### src/gauge_cfg_pkg.sv
// constants, register layout and types for the gauge configuration register bank
`default_nettype none

package gauge_cfg_pkg;

    // =====================================================================
    // register offsets on the two-wire bus
    localparam logic [7:0] NOMINAL_CAPACITY_ADDR = 8'h18;
    localparam logic [7:0] GENERAL_CONFIGURATION_ADDR = 8'h1D;
    localparam logic [7:0] CHARGE_END_CURRENT_ADDR = 8'h1E;
    localparam logic [7:0] EMPTY_THRESHOLDS_ADDR = 8'h3A;
    localparam logic [7:0] SECONDARY_CONFIGURATION_ADDR = 8'hBB;
    localparam logic [7:0] MODEL_OPTIONS_ADDR = 8'hDB;
    localparam logic [7:0] ALERT_FLAGS_ADDR = 8'hF0;

    // =====================================================================
    // reset values
    localparam logic [15:0] NOMINAL_CAPACITY_RST = 16'h0BB8;
    localparam logic [15:0] GENERAL_CONFIGURATION_RST = 16'h2210;
    localparam logic [15:0] CHARGE_END_CURRENT_RST = 16'h0640;
    localparam logic [15:0] EMPTY_THRESHOLDS_RST = 16'hA561;
    localparam logic [15:0] SECONDARY_CONFIGURATION_RST = 16'h3658;
    localparam logic [15:0] MODEL_OPTIONS_RST = 16'h0000;

    // =====================================================================
    // field positions and write masks
    localparam logic [15:0] MODEL_OPTIONS_WMASK = 16'hA4FC;
    localparam logic [15:0] GENERAL_CONFIGURATION_WMASK = 16'hFFDF;
    localparam int MO_RELOAD_BIT = 15;
    localparam int MO_MODEL_LSB = 4;
    localparam int MO_CELL_COUNT_BIT = 3;
    localparam int MO_SENSE_SIDE_BIT = 2;
    localparam int GC_STICKY_LSB = 11;
    localparam int GC_ALERT_EN_BIT = 2;
    localparam int ET_TARGET_LSB = 7;
    localparam int ALERT_CLASSES = 4;

    // accepted battery model selections
    localparam logic [3:0] MODEL_COBALT_OXIDE = 4'h0;
    localparam logic [3:0] MODEL_NICKEL_COBALT_AL = 4'h2;
    localparam logic [3:0] MODEL_IRON_PHOSPHATE = 4'h6;

    // standard word encodings, lsb sizes in nano or pico units or as divisors
    localparam int CAPACITY_LSB_NVH = 5000;
    localparam int PERCENT_LSB_DIV = 256;
    localparam int CURRENT_LSB_PV = 1562500;
    localparam int TEMPERATURE_LSB_DIV = 256;

    // =====================================================================
    // types
    typedef struct packed {
        logic [15:0] nominal_capacity;
        logic [15:0] general_configuration;
        logic [15:0] charge_end_current;
        logic [15:0] empty_thresholds;
        logic [15:0] secondary_configuration;
        logic [15:0] model_options;
    } reg_bank_t;

    typedef enum logic [3:0] {
        LINK_IDLE = 4'h0,
        LINK_DEV_ADDR = 4'h1,
        LINK_DEV_ACK = 4'h3,
        LINK_REG_ADDR = 4'h2,
        LINK_REG_ACK = 4'h6,
        LINK_WR_DATA = 4'h7,
        LINK_WR_ACK = 4'h5,
        LINK_RD_DATA = 4'h4,
        LINK_RD_ACK = 4'hC
    } link_state_t;

endpackage

`default_nettype wire

### src/gauge_config_registers.sv
// configuration register bank of the fuel gauge, reached over the two-wire serial bus
`default_nettype none

module gauge_config_registers #(
    parameter logic [6:0] DEVICE_ADDR = 7'h2A // arbitrary bus address
) (
    input wire logic sys_clk_in,
    input wire logic rst_in,
    input wire logic scl_in,
    input wire logic sda_in,
    output logic sda_out,
    output logic sda_oe_out,
    output logic alert_out,
    output logic alert_oe_out,
    input wire logic task_tick_in,
    input wire logic reload_done_in,
    input wire logic boot_high_side_in,
    input wire logic boot_multi_cell_in,
    input wire logic [3:0] threshold_exceeded_in,
    input wire logic [9:0] cell_voltage_in,
    output gauge_cfg_pkg::reg_bank_t config_out,
    output logic [3:0] alert_flags_out,
    output logic empty_out
);

    // =====================================================================
    // state
    typedef struct packed {
        logic [2:0] scl_s;
        logic [2:0] sda_s;
        logic scl_f;
        logic sda_f;
        logic scl_p;
        logic sda_p;
        gauge_cfg_pkg::link_state_t fsm;
        logic [3:0] bitcnt;
        logic [7:0] shift;
        logic [7:0] tx;
        logic rw;
        logic byte_idx;
        logic [7:0] ptr;
        logic [7:0] low;
        logic sda_oe;
        gauge_cfg_pkg::reg_bank_t regs;
        gauge_cfg_pkg::reg_bank_t shadow;
        logic [3:0] flags;
        logic alert_oe;
        logic empty;
        logic boot_done;
    } state_t;

    state_t state_q, state_d;
    // bus events from the filtered lines
    logic scl_rise, scl_fall, bus_start, bus_stop, commit;
    logic [15:0] wr_word;
    logic [3:0] clr_vec, sticky_vec;
    assign scl_rise = state_q.scl_f & ~state_q.scl_p;
    assign scl_fall = ~state_q.scl_f & state_q.scl_p;
    assign bus_start = state_q.scl_f & state_q.scl_p & ~state_q.sda_f & state_q.sda_p;
    assign bus_stop = state_q.scl_f & state_q.scl_p & state_q.sda_f & ~state_q.sda_p;
    // a word is stored only once its high byte arrives
    assign commit = scl_fall && state_q.fsm == gauge_cfg_pkg::LINK_WR_DATA
                    && state_q.bitcnt == 4'h8 && state_q.byte_idx;
    assign wr_word = {state_q.shift, state_q.low};
    assign sticky_vec = state_q.regs.general_configuration[gauge_cfg_pkg::GC_STICKY_LSB +: 4];
    // writing zero to a flag clears it, writing one leaves it
    assign clr_vec = (commit && state_q.ptr == gauge_cfg_pkg::ALERT_FLAGS_ADDR) ? ~wr_word[3:0] : 4'h0;

    // =====================================================================
    // read multiplexer, low byte goes out first
    function automatic logic [7:0] read_byte(input gauge_cfg_pkg::reg_bank_t r, input logic [3:0] f,
                                             input logic [7:0] a, input logic hi);
        logic [15:0] w;
        w = 16'h0000;
        case (a)
            gauge_cfg_pkg::NOMINAL_CAPACITY_ADDR: w = r.nominal_capacity;
            gauge_cfg_pkg::GENERAL_CONFIGURATION_ADDR: w = r.general_configuration;
            gauge_cfg_pkg::CHARGE_END_CURRENT_ADDR: w = r.charge_end_current;
            gauge_cfg_pkg::EMPTY_THRESHOLDS_ADDR: w = r.empty_thresholds;
            gauge_cfg_pkg::SECONDARY_CONFIGURATION_ADDR: w = r.secondary_configuration;
            gauge_cfg_pkg::MODEL_OPTIONS_ADDR: w = r.model_options;
            gauge_cfg_pkg::ALERT_FLAGS_ADDR: w = {12'h000, f};
            default: w = 16'h0000; // unmapped reads as zero
        endcase
        return hi ? w[15:8] : w[7:0];
    endfunction

    // =====================================================================
    // next-state logic
    always_comb begin
        logic [3:0] model_sel;
        logic [15:0] mo_word;
        model_sel = 4'h0;
        mo_word = 16'h0000;
        state_d = state_q;
        // three-stage sampling; a level counts once stages two and three agree
        state_d.scl_s = {state_q.scl_s[1:0], scl_in};
        state_d.sda_s = {state_q.sda_s[1:0], sda_in};
        if (state_q.scl_s[2] == state_q.scl_s[1]) begin
            state_d.scl_f = state_q.scl_s[2];
        end
        if (state_q.sda_s[2] == state_q.sda_s[1]) begin
            state_d.sda_f = state_q.sda_s[2];
        end
        state_d.scl_p = state_q.scl_f;
        state_d.sda_p = state_q.sda_f;
        // serial slave; start and stop override any bit activity
        if (bus_start) begin
            state_d.fsm = gauge_cfg_pkg::LINK_DEV_ADDR;
            state_d.bitcnt = 4'h0;
            state_d.byte_idx = 1'b0;
            state_d.sda_oe = 1'b0;
        end else if (bus_stop) begin
            state_d.fsm = gauge_cfg_pkg::LINK_IDLE;
            state_d.sda_oe = 1'b0;
        end else if (scl_rise) begin
            case (state_q.fsm)
                gauge_cfg_pkg::LINK_DEV_ADDR,
                gauge_cfg_pkg::LINK_REG_ADDR,
                gauge_cfg_pkg::LINK_WR_DATA: begin
                    state_d.shift = {state_q.shift[6:0], state_q.sda_f};
                    state_d.bitcnt = state_q.bitcnt + 4'h1;
                end
                gauge_cfg_pkg::LINK_RD_DATA: begin
                    state_d.bitcnt = state_q.bitcnt + 4'h1;
                end
                gauge_cfg_pkg::LINK_RD_ACK: begin
                    state_d.rw = ~state_q.sda_f; // master ack keeps the read going
                end
                default: ;
            endcase
        end else if (scl_fall) begin
            case (state_q.fsm)
                gauge_cfg_pkg::LINK_DEV_ADDR: begin
                    if (state_q.bitcnt == 4'h8) begin
                        if (state_q.shift[7:1] == DEVICE_ADDR) begin
                            state_d.fsm = gauge_cfg_pkg::LINK_DEV_ACK;
                            state_d.rw = state_q.shift[0];
                            state_d.sda_oe = 1'b1;
                        end else begin
                            state_d.fsm = gauge_cfg_pkg::LINK_IDLE;
                        end
                    end
                end
                gauge_cfg_pkg::LINK_DEV_ACK: begin
                    state_d.bitcnt = 4'h0;
                    if (state_q.rw) begin
                        state_d.fsm = gauge_cfg_pkg::LINK_RD_DATA;
                        state_d.tx = read_byte(state_q.regs, state_q.flags, state_q.ptr, 1'b0);
                        state_d.sda_oe = ~state_d.tx[7];
                    end else begin
                        state_d.fsm = gauge_cfg_pkg::LINK_REG_ADDR;
                        state_d.sda_oe = 1'b0;
                    end
                end
                gauge_cfg_pkg::LINK_REG_ADDR: begin
                    if (state_q.bitcnt == 4'h8) begin
                        state_d.ptr = state_q.shift;
                        state_d.fsm = gauge_cfg_pkg::LINK_REG_ACK;
                        state_d.sda_oe = 1'b1;
                    end
                end
                gauge_cfg_pkg::LINK_REG_ACK,
                gauge_cfg_pkg::LINK_WR_ACK: begin
                    state_d.fsm = gauge_cfg_pkg::LINK_WR_DATA;
                    state_d.bitcnt = 4'h0;
                    state_d.sda_oe = 1'b0;
                end
                gauge_cfg_pkg::LINK_WR_DATA: begin
                    if (state_q.bitcnt == 4'h8) begin
                        state_d.low = state_q.shift;
                        state_d.byte_idx = ~state_q.byte_idx;
                        if (state_q.byte_idx) begin
                            state_d.ptr = state_q.ptr + 8'h01;
                        end
                        state_d.fsm = gauge_cfg_pkg::LINK_WR_ACK;
                        state_d.sda_oe = 1'b1;
                    end
                end
                gauge_cfg_pkg::LINK_RD_DATA: begin
                    if (state_q.bitcnt == 4'h8) begin
                        state_d.fsm = gauge_cfg_pkg::LINK_RD_ACK;
                        state_d.sda_oe = 1'b0;
                    end else begin
                        state_d.tx = {state_q.tx[6:0], 1'b0};
                        state_d.sda_oe = ~state_d.tx[7];
                    end
                end
                gauge_cfg_pkg::LINK_RD_ACK: begin
                    if (state_q.rw) begin
                        state_d.byte_idx = ~state_q.byte_idx;
                        if (state_q.byte_idx) begin
                            state_d.ptr = state_q.ptr + 8'h01;
                        end
                        state_d.tx = read_byte(state_q.regs, state_q.flags, state_d.ptr, state_d.byte_idx);
                        state_d.sda_oe = ~state_d.tx[7];
                        state_d.bitcnt = 4'h0;
                        state_d.fsm = gauge_cfg_pkg::LINK_RD_DATA;
                    end else begin
                        state_d.fsm = gauge_cfg_pkg::LINK_IDLE;
                    end
                end
                default: begin
                    state_d.fsm = gauge_cfg_pkg::LINK_IDLE;
                end
            endcase
        end
        // sense side and cell count are caught once, just after reset release
        if (!state_q.boot_done) begin
            state_d.boot_done = 1'b1;
            state_d.regs.model_options[gauge_cfg_pkg::MO_SENSE_SIDE_BIT] = boot_high_side_in;
            state_d.regs.model_options[gauge_cfg_pkg::MO_CELL_COUNT_BIT] = boot_multi_cell_in;
        end
        // reload finished: the engine drops the request bit itself
        if (reload_done_in) begin
            state_d.regs.model_options[gauge_cfg_pkg::MO_RELOAD_BIT] = 1'b0;
        end
        // whole-word register writes; reserved positions are not stored
        if (commit) begin
            case (state_q.ptr)
                gauge_cfg_pkg::NOMINAL_CAPACITY_ADDR: state_d.regs.nominal_capacity = wr_word;
                gauge_cfg_pkg::GENERAL_CONFIGURATION_ADDR: begin
                    state_d.regs.general_configuration = wr_word & gauge_cfg_pkg::GENERAL_CONFIGURATION_WMASK;
                end
                gauge_cfg_pkg::CHARGE_END_CURRENT_ADDR: state_d.regs.charge_end_current = wr_word;
                gauge_cfg_pkg::EMPTY_THRESHOLDS_ADDR: state_d.regs.empty_thresholds = wr_word;
                gauge_cfg_pkg::SECONDARY_CONFIGURATION_ADDR: state_d.regs.secondary_configuration = wr_word;
                gauge_cfg_pkg::MODEL_OPTIONS_ADDR: begin
                    mo_word = wr_word & gauge_cfg_pkg::MODEL_OPTIONS_WMASK;
                    model_sel = mo_word[gauge_cfg_pkg::MO_MODEL_LSB +: 4];
                    // an unsupported chemistry keeps the previous selection
                    if (model_sel != gauge_cfg_pkg::MODEL_COBALT_OXIDE
                        && model_sel != gauge_cfg_pkg::MODEL_NICKEL_COBALT_AL
                        && model_sel != gauge_cfg_pkg::MODEL_IRON_PHOSPHATE) begin
                        mo_word[gauge_cfg_pkg::MO_MODEL_LSB +: 4] =
                            state_q.regs.model_options[gauge_cfg_pkg::MO_MODEL_LSB +: 4];
                    end
                    state_d.regs.model_options = mo_word;
                end
                default: ;
            endcase
        end
        // alert flags: sticky classes latch, others follow the threshold; set wins
        for (int i = 0; i < gauge_cfg_pkg::ALERT_CLASSES; i++) begin
            if (sticky_vec[i]) begin
                state_d.flags[i] = (state_q.flags[i] & ~clr_vec[i]) | threshold_exceeded_in[i];
            end else begin
                state_d.flags[i] = threshold_exceeded_in[i];
            end
        end
        // enable gates the pin only, the flags keep running
        state_d.alert_oe = state_q.regs.general_configuration[gauge_cfg_pkg::GC_ALERT_EN_BIT]
                           & (|state_q.flags);
        // empty detection with hysteresis; recovery counts are four times coarser
        if (!state_q.empty) begin
            state_d.empty = cell_voltage_in <=
                {1'b0, state_q.shadow.empty_thresholds[15:gauge_cfg_pkg::ET_TARGET_LSB]};
        end else if (cell_voltage_in > {1'b0, state_q.shadow.empty_thresholds[6:0], 2'b00}) begin
            state_d.empty = 1'b0;
        end
        // the algorithm sees new settings at its next task boundary
        if (task_tick_in) begin
            state_d.shadow = state_q.regs;
        end
    end

    // =====================================================================
    // state register
    always_ff @(posedge sys_clk_in) begin
        if (rst_in) begin
            state_q <= '0;
            state_q.scl_s <= 3'h7;
            state_q.sda_s <= 3'h7;
            state_q.scl_f <= 1'b1;
            state_q.sda_f <= 1'b1;
            state_q.scl_p <= 1'b1;
            state_q.sda_p <= 1'b1;
            state_q.fsm <= gauge_cfg_pkg::LINK_IDLE;
            state_q.regs <= '{gauge_cfg_pkg::NOMINAL_CAPACITY_RST, gauge_cfg_pkg::GENERAL_CONFIGURATION_RST,
                              gauge_cfg_pkg::CHARGE_END_CURRENT_RST, gauge_cfg_pkg::EMPTY_THRESHOLDS_RST,
                              gauge_cfg_pkg::SECONDARY_CONFIGURATION_RST,
                              gauge_cfg_pkg::MODEL_OPTIONS_RST};
            state_q.shadow <= '{gauge_cfg_pkg::NOMINAL_CAPACITY_RST, gauge_cfg_pkg::GENERAL_CONFIGURATION_RST,
                                gauge_cfg_pkg::CHARGE_END_CURRENT_RST, gauge_cfg_pkg::EMPTY_THRESHOLDS_RST,
                                gauge_cfg_pkg::SECONDARY_CONFIGURATION_RST, gauge_cfg_pkg::MODEL_OPTIONS_RST};
        end else begin
            state_q <= state_d;
        end
    end

    // open-drain pins only ever pull low
    assign sda_out = 1'b0;
    assign alert_out = 1'b0;
    assign sda_oe_out = state_q.sda_oe;
    assign alert_oe_out = state_q.alert_oe;
    assign config_out = state_q.shadow;
    assign alert_flags_out = state_q.flags;
    assign empty_out = state_q.empty;
endmodule

`default_nettype wire

### config.mk
export PLATFORM = sky130hd
export DESIGN_NAME = gauge_config_registers
export DESIGN_NICKNAME = d
export VERILOG_FILES = /design/src/gauge_cfg_pkg.sv /design/src/gauge_config_registers.sv
export SDC_FILE = /design/constraint.sdc
export NUM_CORES = 1
export LEC_CHECK = 0
export ABC_AREA = 1
export BUFFER_PORTS_ARGS = -buffer_cell sky130_fd_sc_hd__buf_4
export CAP_MARGIN = 15
export CORE_ASPECT_RATIO = 0.8
export CORE_MARGIN = 3
export CORE_UTILIZATION = 64
export CTS_CLUSTER_SIZE = 10
export DETAILED_ROUTE_END_ITERATION = 8
export PLACE_DENSITY = 0.86
export SLEW_MARGIN = 25
export SYNTH_ARGS = -nofsm -noshare
export SYNTH_HDL_FRONTEND = slang
export SYNTH_SLANG_ARGS = --single-unit
### constraint.sdc
create_clock -name sys_clk_in -period 3.2 [get_ports sys_clk_in]
set_input_delay 0.32 -clock sys_clk_in [delete_from_list [all_inputs] [get_ports sys_clk_in]]
set_output_delay 0.32 -clock sys_clk_in [all_outputs]
set_load 0.02 [all_outputs]
==> results of run 1 <==
## cell usage in the layout, fill, tap and decap left out, drive strengths merged
master	count
a221oi	2
nor2	191
mux2	2
o22ai	12
dlygate4sd3	3
conb	10
clkbuf	29
ha	26
o21bai	1
diode	1
o2111ai	4
o21a	2
or2	7
a32oi	1
nor4	4
nand2	214
inv	178
a21oi	152
and2	1
nor3	10
buf	140
clkinv	2
nand3	54
a211oi	12
dfxtp	235
o31ai	1
nand3b	1
o211ai	48
nand4	37
o21ai	194
a31oi	9
## cell usage after synthesis, types with 4 or more instances
| cell | number | share of area, % |
|---|---|---|
| nor3_1 | 10 | 0.44 |
| o21ai_0 | 185 | 8.1 |
| or2_2 | 6 | 0.33 |
| nor4_1 | 4 | 0.22 |
| clkbuf_1 | 51 | 1.7 |
| inv_1 | 171 | 5.6 |
| nand2_1 | 211 | 6.9 |
| a31oi_1 | 9 | 0.49 |
| a211oi_1 | 12 | 0.79 |
| ha_1 | 26 | 2.8 |
| nor2_2 | 7 | 0.38 |
| o21ai_1 | 8 | 0.35 |
| o211ai_1 | 48 | 3.1 |
| nor2_4 | 5 | 0.49 |
| nand4_1 | 37 | 2.0 |
| inv_2 | 5 | 0.16 |
| o2111ai_1 | 4 | 0.31 |
| buf_2 | 14 | 0.61 |
| dfxtp_1 | 235 | 41 |
| o22ai_1 | 12 | 0.66 |
| nor2_1 | 179 | 5.9 |
| nand3_1 | 51 | 2.2 |
| buf_4 | 107 | 7.0 |
| a21oi_1 | 152 | 6.6 |
## worst max path at each step
stage                         startpoint                         to  slack (ps)
2_1_floorplan  state_q[208]$_SDFFE_PP0P_  state_q[221]$_SDFFE_PP0P_        1150
3_3_place_gp   state_q[216]$_SDFFE_PP0P_  state_q[220]$_SDFFE_PP0P_         540
3_5_place_dp   state_q[216]$_SDFFE_PP0P_  state_q[220]$_SDFFE_PP0P_         480
4_1_cts        state_q[216]$_SDFFE_PP0P_  state_q[224]$_SDFFE_PP0P_         480
5_1_grt        state_q[216]$_SDFFE_PP0P_  state_q[220]$_SDFFE_PP0P_          70
6_report       state_q[216]$_SDFFE_PP0P_  state_q[220]$_SDFFE_PP0P_         360
## logic make-up (layout without fill, tap and decap cells)
group / Yosys count / count (layout)
muxes: 2 / 2
adders and majority gates: 26 / 26
AOI/OAI and AO/OA: 438 / 438
DFF: 235 / 235
and+or+nand+nor: 519 / 519
other: 1 / 11
buffers and inverters: 352 / 352
## per-stage QoR
step | setup slack, ps | util, % | hold slack, ps
CTS | 481 | 71.8 | 5.64
floorplan | 1150 | - | 389
global placement | 542 | 67.6 | 391
detailed placement | 482 | 67.6 | 393
finish | 358 | 71.8 | 9.24
global route | 67.3 | 71.8 | 38.8
## worst max-delay path, delay by kind of cell (launching register included)
kind / cells / cell delay [ps]
DFF: 1 / 680
and+or+nand+nor: 10 / 1550
AOI/OAI and AO/OA: 1 / 130
buffers and inverters: 2 / 390
## layer usage
layer / GRT usage, % / wire, um
met3: 12.6 / 5890
met2: 59.7 / 17100
met1: 58.8 / 16900
met5: 0 / 28
met4: 17.4 / 2080
## power by group
group	total (mW)	internal (mW)	switching, mW
Sequential	3.04	2.99	0.0480
Combinational	0.434	0.159	0.275
Clock	2.65	1.50	1.15
Total	6.12	4.65	1.47
## sequential cells by signal, indices dropped and copies added (netlist names)
name	flops
state_q	134
config_out	88
state_d	6
alert_oe_out	1
empty_out	1
alert_flags_out	4
sda_oe_out	1
## layout make-up
class                           instances  area (um^2)  area share (%)
Multi-Input combinational cell        995         5050            40.3
Clock inverter                          2         25.0           0.200
Inverter                              178          671            5.36
Antenna cell                            1         2.50          0.0200
Timing Repair Buffer                  143         1110            8.83
Tap cell                              225          282            2.25
Clock buffer                           29          683            5.46
Sequential cell                       235         4700            37.6
## what timing repair did
item,CTS,global route
endpoints found under the setup margin,0,0
hold buffers,3,0
hold endpoints to repair,3,0
==> implementation parameters, run 1 <==
Parameter                              Value

Worst setup path
  Type of origin of the critical path ... register
  Cell repeated most along the worst path ... nand3_1
  FF-to-FF End ... state_q[220]$_SDFFE_PP0P_
  Required time at the worst-slack endpoint ... 3670 ps
  Maximum fanout count along the critical path ... 22
  Delay of the slowest cell on the worst path ... 680 ps
  Internal reg-to-reg setup slack ... 360 ps
  FF-to-FF path depth ... 13
  Cell-by-cell listing of the critical path ... nand2_1, nor2_2, nand3_1, nand2_1, inv_2, nor2_2, buf_4, nand3_4, nand3_1, nor2_1, nor2_4, nand3_1, a21oi_1
  Data arrival time of the critical path ... around 3300 ps
  Setup crit end kind ... register
  Type of the worst setup path ... reg2reg
  Crit-path slowest cell ... dfxtp_1
  Reg-to-reg critical path startpoint ... state_q[216]$_SDFFE_PP0P_

Power and ir drop
  Final total power ... around 6.1 mW
  Peak supply drop ... approximately 430 uV
  Leakage power total ... about 5.5 nW
  Pwr/cell area ... 489 nW/um^2

Placement
  # port buffers ... 116
  Routability-driven placement congestion ratio ... 1.08
  Cell total after placement ... between 1500 and 2000
  HPWL Detailed ... 30700 um
  Area post-placement ... 11800 um^2

Synth
  Synth Warn # ... 0
  Proportion of synthesized flip-flops having asynchronous set or reset ... 0%
  Syn avg cell area ... 7.28 um^2
  Portion of netlist area occupied by mux cells ... less than 1%
  Synthesized-area fraction occupied by ao, oa, aoi and oai cells ... a little over a fifth
  Number of flops mapped to enable cells by yosys ... 0
  Adder-cell area share of the yosys netlist ... under 10%
  Number of standard cells after synthesis ... about 1600
  Share of the yosys chip area belonging to registers ... 41.1%
  Post-synth cell types ... 41
  Cell area after technology mapping ... 11500 um^2
  Post-synthesis share of cell area spent on xor and xnor gates ... 0%
  Most used DFF post-synth ... dfxtp_1
  Dominant combinational cell family by area after synthesis ... compound AO/OA/AOI/OAI gates
  Flip-flop and latch count after synthesis ... between 200 and 250
  Simple logic cell fraction of the synthesized area ... about 20%

Layout
  Summed area of non-filler cells in the final layout ... around 13000 um^2
  Filler cell count ... around 1300
  Number of nets in the finished design ... 1628
  Number of cells in the finished layout apart from fillers ... around 1800
  Fraction of layout instances using a drive strength above 1 ... between 10% and 20%
  Synth-to-Final Area Change ... 9.27%

Detailed routing
  Count of routing violations after the opening detailed-route iteration ... 1434
  Routed length per placed instance ... between 20 and 25 um
  Wire length reported by the detailed router ... ~42000 um
  Vias per std cell ... 6.31
  Antenna Nets Post-Route ... 0
  Post-detailed-route DRC marker count ... 0
  Via count of the routed design ... 11407
  Iteration count of the initial detailed-routing pass ... 8

Die
  Placement Rows ... 43
  Initial cell density of the core ... 65.7%
  Area of the placeable core ... 17400 um^2
  I/O pins ... 127
  Area enclosed by the die boundary ... ~20000 um^2
  Die Wd ... 156 um
  Height of the chip ... 126 um

Clock network
  Buffer levels on the longest clock path ... 3
  H-Tree Level Count ... 1
  CTS root buf ... clkbuf_16
  TritonCTS buffer count ... 27
  Resized Gates After CTS ... 0
  CTS tree ... done
  Clk Latency, worst-skew pair ... 540 ps
  CTS clk-pin slew, worst paths ... 50 ps
  # clock sinks ... between 200 and 250
  Post-CTS Setup Repair Bufs ... 0

Timing
  Post-route clock period utilization ... 88.8%
  Setup repair after global routing missed its margin ... false
  Pin slew with the least headroom to its limit ... 855 ps
  Top achievable clock speed ... 352 MHz
  Setup TNS ... 0 ps
  Normalized max-slew margin ... 42.5%
  Maximum clock skew at final layout ... 18.4 ps
  Final setup viols ... 0
  Hold Violations, Final ... 0
  Final-report max-slew violation count ... 0
  Time the worst path needs with I/O delays and setup ... 2840 ps

Worst hold path
  Start point of the worst hold path ... threshold_exceeded_in[0]
  Worst hold path endpoint ... alert_flags_out[0]$_SDFF_PP0_
  Class of the most critical hold timing path ... in2reg
  Number of instances on the worst hold path ... 3

GRT
  Maximum number of pins on one net before global-route repair ... 76
  Via count of the first global-routing pass ... 10757
  Global-route wire length before repair ... 63200 um
  Total grt overflow ... 0
  Overall fraction of global-route tracks in use ... 41.7%
  Antenna violations before repair ... 2

Outcome
  Status ... finished, final reports clean

Job
  Max cap viols ... 0
Note: power is estimated with default switching activity, not from simulation.
==> inputs of run 2 (changes only) <==
--- a/config.mk
+++ b/config.mk
@@ -8,7 +8,6 @@
 export ABC_AREA = 1
 export BUFFER_PORTS_ARGS = -buffer_cell sky130_fd_sc_hd__buf_4
 export CAP_MARGIN = 15
-export CORE_ASPECT_RATIO = 0.8
 export CORE_MARGIN = 3
 export CORE_UTILIZATION = 64
 export CTS_CLUSTER_SIZE = 10
==> implementation parameters, run 2 (synthesis gave the netlist of run 1 again) <==
Parameter                              Value

Outcome
  Status ... finished, final reports clean

Power and ir drop
  Leakage power total ... 5.50 nW (+0.22%)
  Pwr/cell area ... 491 nW/um^2 (+0.52%)
  Peak supply drop ... 435 uV (+0.70%)

Timing
  Final-report max-slew violation count ... 0 (unchanged)
  Time the worst path needs with I/O delays and setup ... 2650 ps (-188 ps)
  Setup TNS ... 0 ps (unchanged)
  Setup repair after global routing missed its margin ... false
  Final setup viols ... 0 (unchanged)
  Top achievable clock speed ... 377 MHz (+7.1%)
  Maximum clock skew at final layout ... 22.0 ps (+3.60 ps)
  Hold Violations, Final ... 0 (unchanged)
  Normalized max-slew margin ... 39.3% (-3.2 points)
  Post-route clock period utilization ... 82.9% (-5.9 points)
  Pin slew with the least headroom to its limit ... 911 ps (+56.5 ps)

GRT
  Global-route wire length before repair ... 58400 um (-7.5%)
  Antenna violations before repair ... 0 (-2)
  Overall fraction of global-route tracks in use ... 37.9% (-3.9 points)
  Maximum number of pins on one net before global-route repair ... 166 (+120%)
  Via count of the first global-routing pass ... 10276 (-4.5%)
  Total grt overflow ... 0 (unchanged)

Detailed routing
  Vias per std cell ... 6.11 (-3.2%)
  Wire length reported by the detailed router ... 38200 um (-9.1%)
  Via count of the routed design ... 11041 (-3.2%)
  Post-detailed-route DRC marker count ... 0 (unchanged)
  Iteration count of the initial detailed-routing pass ... 6 (-2)
  Count of routing violations after the opening detailed-route iteration ... 1193 (-17%)
  Routed length per placed instance ... 21.1 um (-9.0%)
  Antenna Nets Post-Route ... 0 (unchanged)

Worst setup path
  Buf+Inv Stages, Crit Path ... 3 (+1)
  Cell repeated most along the worst path ... nor2_1
  Type of the worst setup path ... reg2reg
  Internal reg-to-reg setup slack ... 550 ps (+190 ps)
  Data arrival time of the critical path ... 3140 ps (-170 ps)
  Setup crit end kind ... register
  Maximum fanout count along the critical path ... 8 (-64%)
  Cell family with the largest share of critical-path delay ... simple AND/OR/NAND/NOR gates
  Delay of the slowest cell on the worst path ... 420 ps (-260 ps)
  Crit-path slowest cell ... dfxtp_1
  Required time at the worst-slack endpoint ... 3680 ps (about the same)
  Cell-by-cell listing of the critical path ... inv_1, ha_1, nand2_1, o21ai_1, nor2_1, inv_1, nor2_4, nand3_1, buf_4, nor2_1, nor2_1, nand2_1, nand3_1, a21oi_1
  Type of origin of the critical path ... register

Clock network
  CTS clk-pin slew, worst paths ... 60 ps (about the same)
  CTS tree ... done
  Post-CTS Setup Repair Bufs ... 0 (unchanged)
  # clock sinks ... 235 (unchanged)
  H-Tree Level Count ... 1 (unchanged)
  Clk Latency, worst-skew pair ... 550 ps (about the same)
  CTS root buf ... clkbuf_16
  Buffer levels on the longest clock path ... 3 (unchanged)
  TritonCTS buffer count ... 27 (unchanged)

Die
  Initial cell density of the core ... 65.8% (about the same)
  Die Wd ... 140 um (-10%)
  Height of the chip ... 140 um (+11%)
  Area enclosed by the die boundary ... 19500 um^2 (about the same)
  I/O pins ... 127 (unchanged)
  Area of the placeable core ... 17400 um^2 (about the same)
  Placement Rows ... 48 (+12%)

Layout
  Flip-flop count of the largest register, all copies and words added ... 134 (unchanged)
  Number of nets in the finished design ... 1628 (unchanged)
  Synth-to-Final Area Change ... 9.45%
  Antenna cells ... 0 (-1)
  Summed area of non-filler cells in the final layout ... 12500 um^2 (+0.16%)
  Commonest non-fill, non-tap cells in the layout ... dfxtp_1, nand2_1, o21ai_0, nor2_1, inv_1
  Most common cell after layout, fill and taps aside ... dfxtp_1
  Register with the most flip-flops ... state_q
  Fraction of layout instances using a drive strength above 1 ... 12.8% (unchanged)

Placement
  Routability-driven placement congestion ratio ... 1.07 (-1.2%)
  Area post-placement ... 11800 um^2 (about the same)
  # port buffers ... 116 (unchanged)
  HPWL Detailed ... 27700 um (-9.9%)

Worst hold path
  Class of the most critical hold timing path ... in2reg

Job
  Max cap viols ... 0 (unchanged)
run 2: worst register-to-register path, stage by stage, from the launching register on:
cell and delay [ps]:
dfxtp_1 420, inv_1 110, ha_1 300, nand2_1 70, o21ai_1 130, nor2_1 200, inv_1 90, nor2_4 260
nand3_1 310, buf_4 250, nor2_1 100, nor2_1 50, nand2_1 80, nand3_1 90, a21oi_1 140
run 2: worst paths after layout:
kind / from / to / depth (start not counted)
max: state_q[208]$_SDFFE_PP0P_ / state_q[224]$_SDFFE_PP0P_ / 14
min: threshold_exceeded_in[2] / alert_flags_out[2]$_SDFF_PP0_ / 3
max reg2reg: state_q[208]$_SDFFE_PP0P_ / state_q[224]$_SDFFE_PP0P_ / 14
min reg2reg: state_d[250]$_SDFF_PP1_ / state_d[251]$_SDFF_PP1_ / 1
run 2: where the power goes:
group          switching (mW)  internal [mW]  total, mW
Clock                    1.16           1.54       2.70
Sequential             0.0419           2.99       3.03
Combinational           0.269          0.160      0.428
Total                    1.47           4.69       6.16
run 2: metal layers:
| layer | vias to the layer above | share of wire, % | global-route usage [%] |
|---|---|---|---|
| met5 | - | 0 | 0 |
| met3 | 121 | 11 | 8.59 |
| li1 | 5128 | - | - |
| met4 | 0 | 4.6 | 15.1 |
| met1 | 5115 | 41 | 51.6 |
| met2 | 677 | 43 | 58.6 |
run 2: final cells by class:
cell class	count	area, um^2
Tap cell	225	282
Fill cell	1360	4880
Timing Repair Buffer	143	1110
Multi-Input combinational cell	995	5050
Clock buffer	30	707
Inverter	178	672
Clock inverter	1	20.0
Sequential cell	235	4700
run 2: stage by stage:
stage          util [%]  power [mW]  hold slack (ps)  worst slack (ps)  instances
2_1_floorplan         -        3.43              389              1150       1582
3_3_place_gp       67.6        3.49              391               694       1772
3_5_place_dp       67.6        3.51              399               614       1772
4_1_cts            72.0        6.16            0.644               602       1807
5_1_grt            72.0        6.31             43.2               284       1807
6_report           72.0        6.16             3.03               547       1807
run 2: timing repair:
action	4_1_cts	5_1_grt
resized for setup	0	0
hold buffers	4	0
endpoints found under the hold margin	4	0
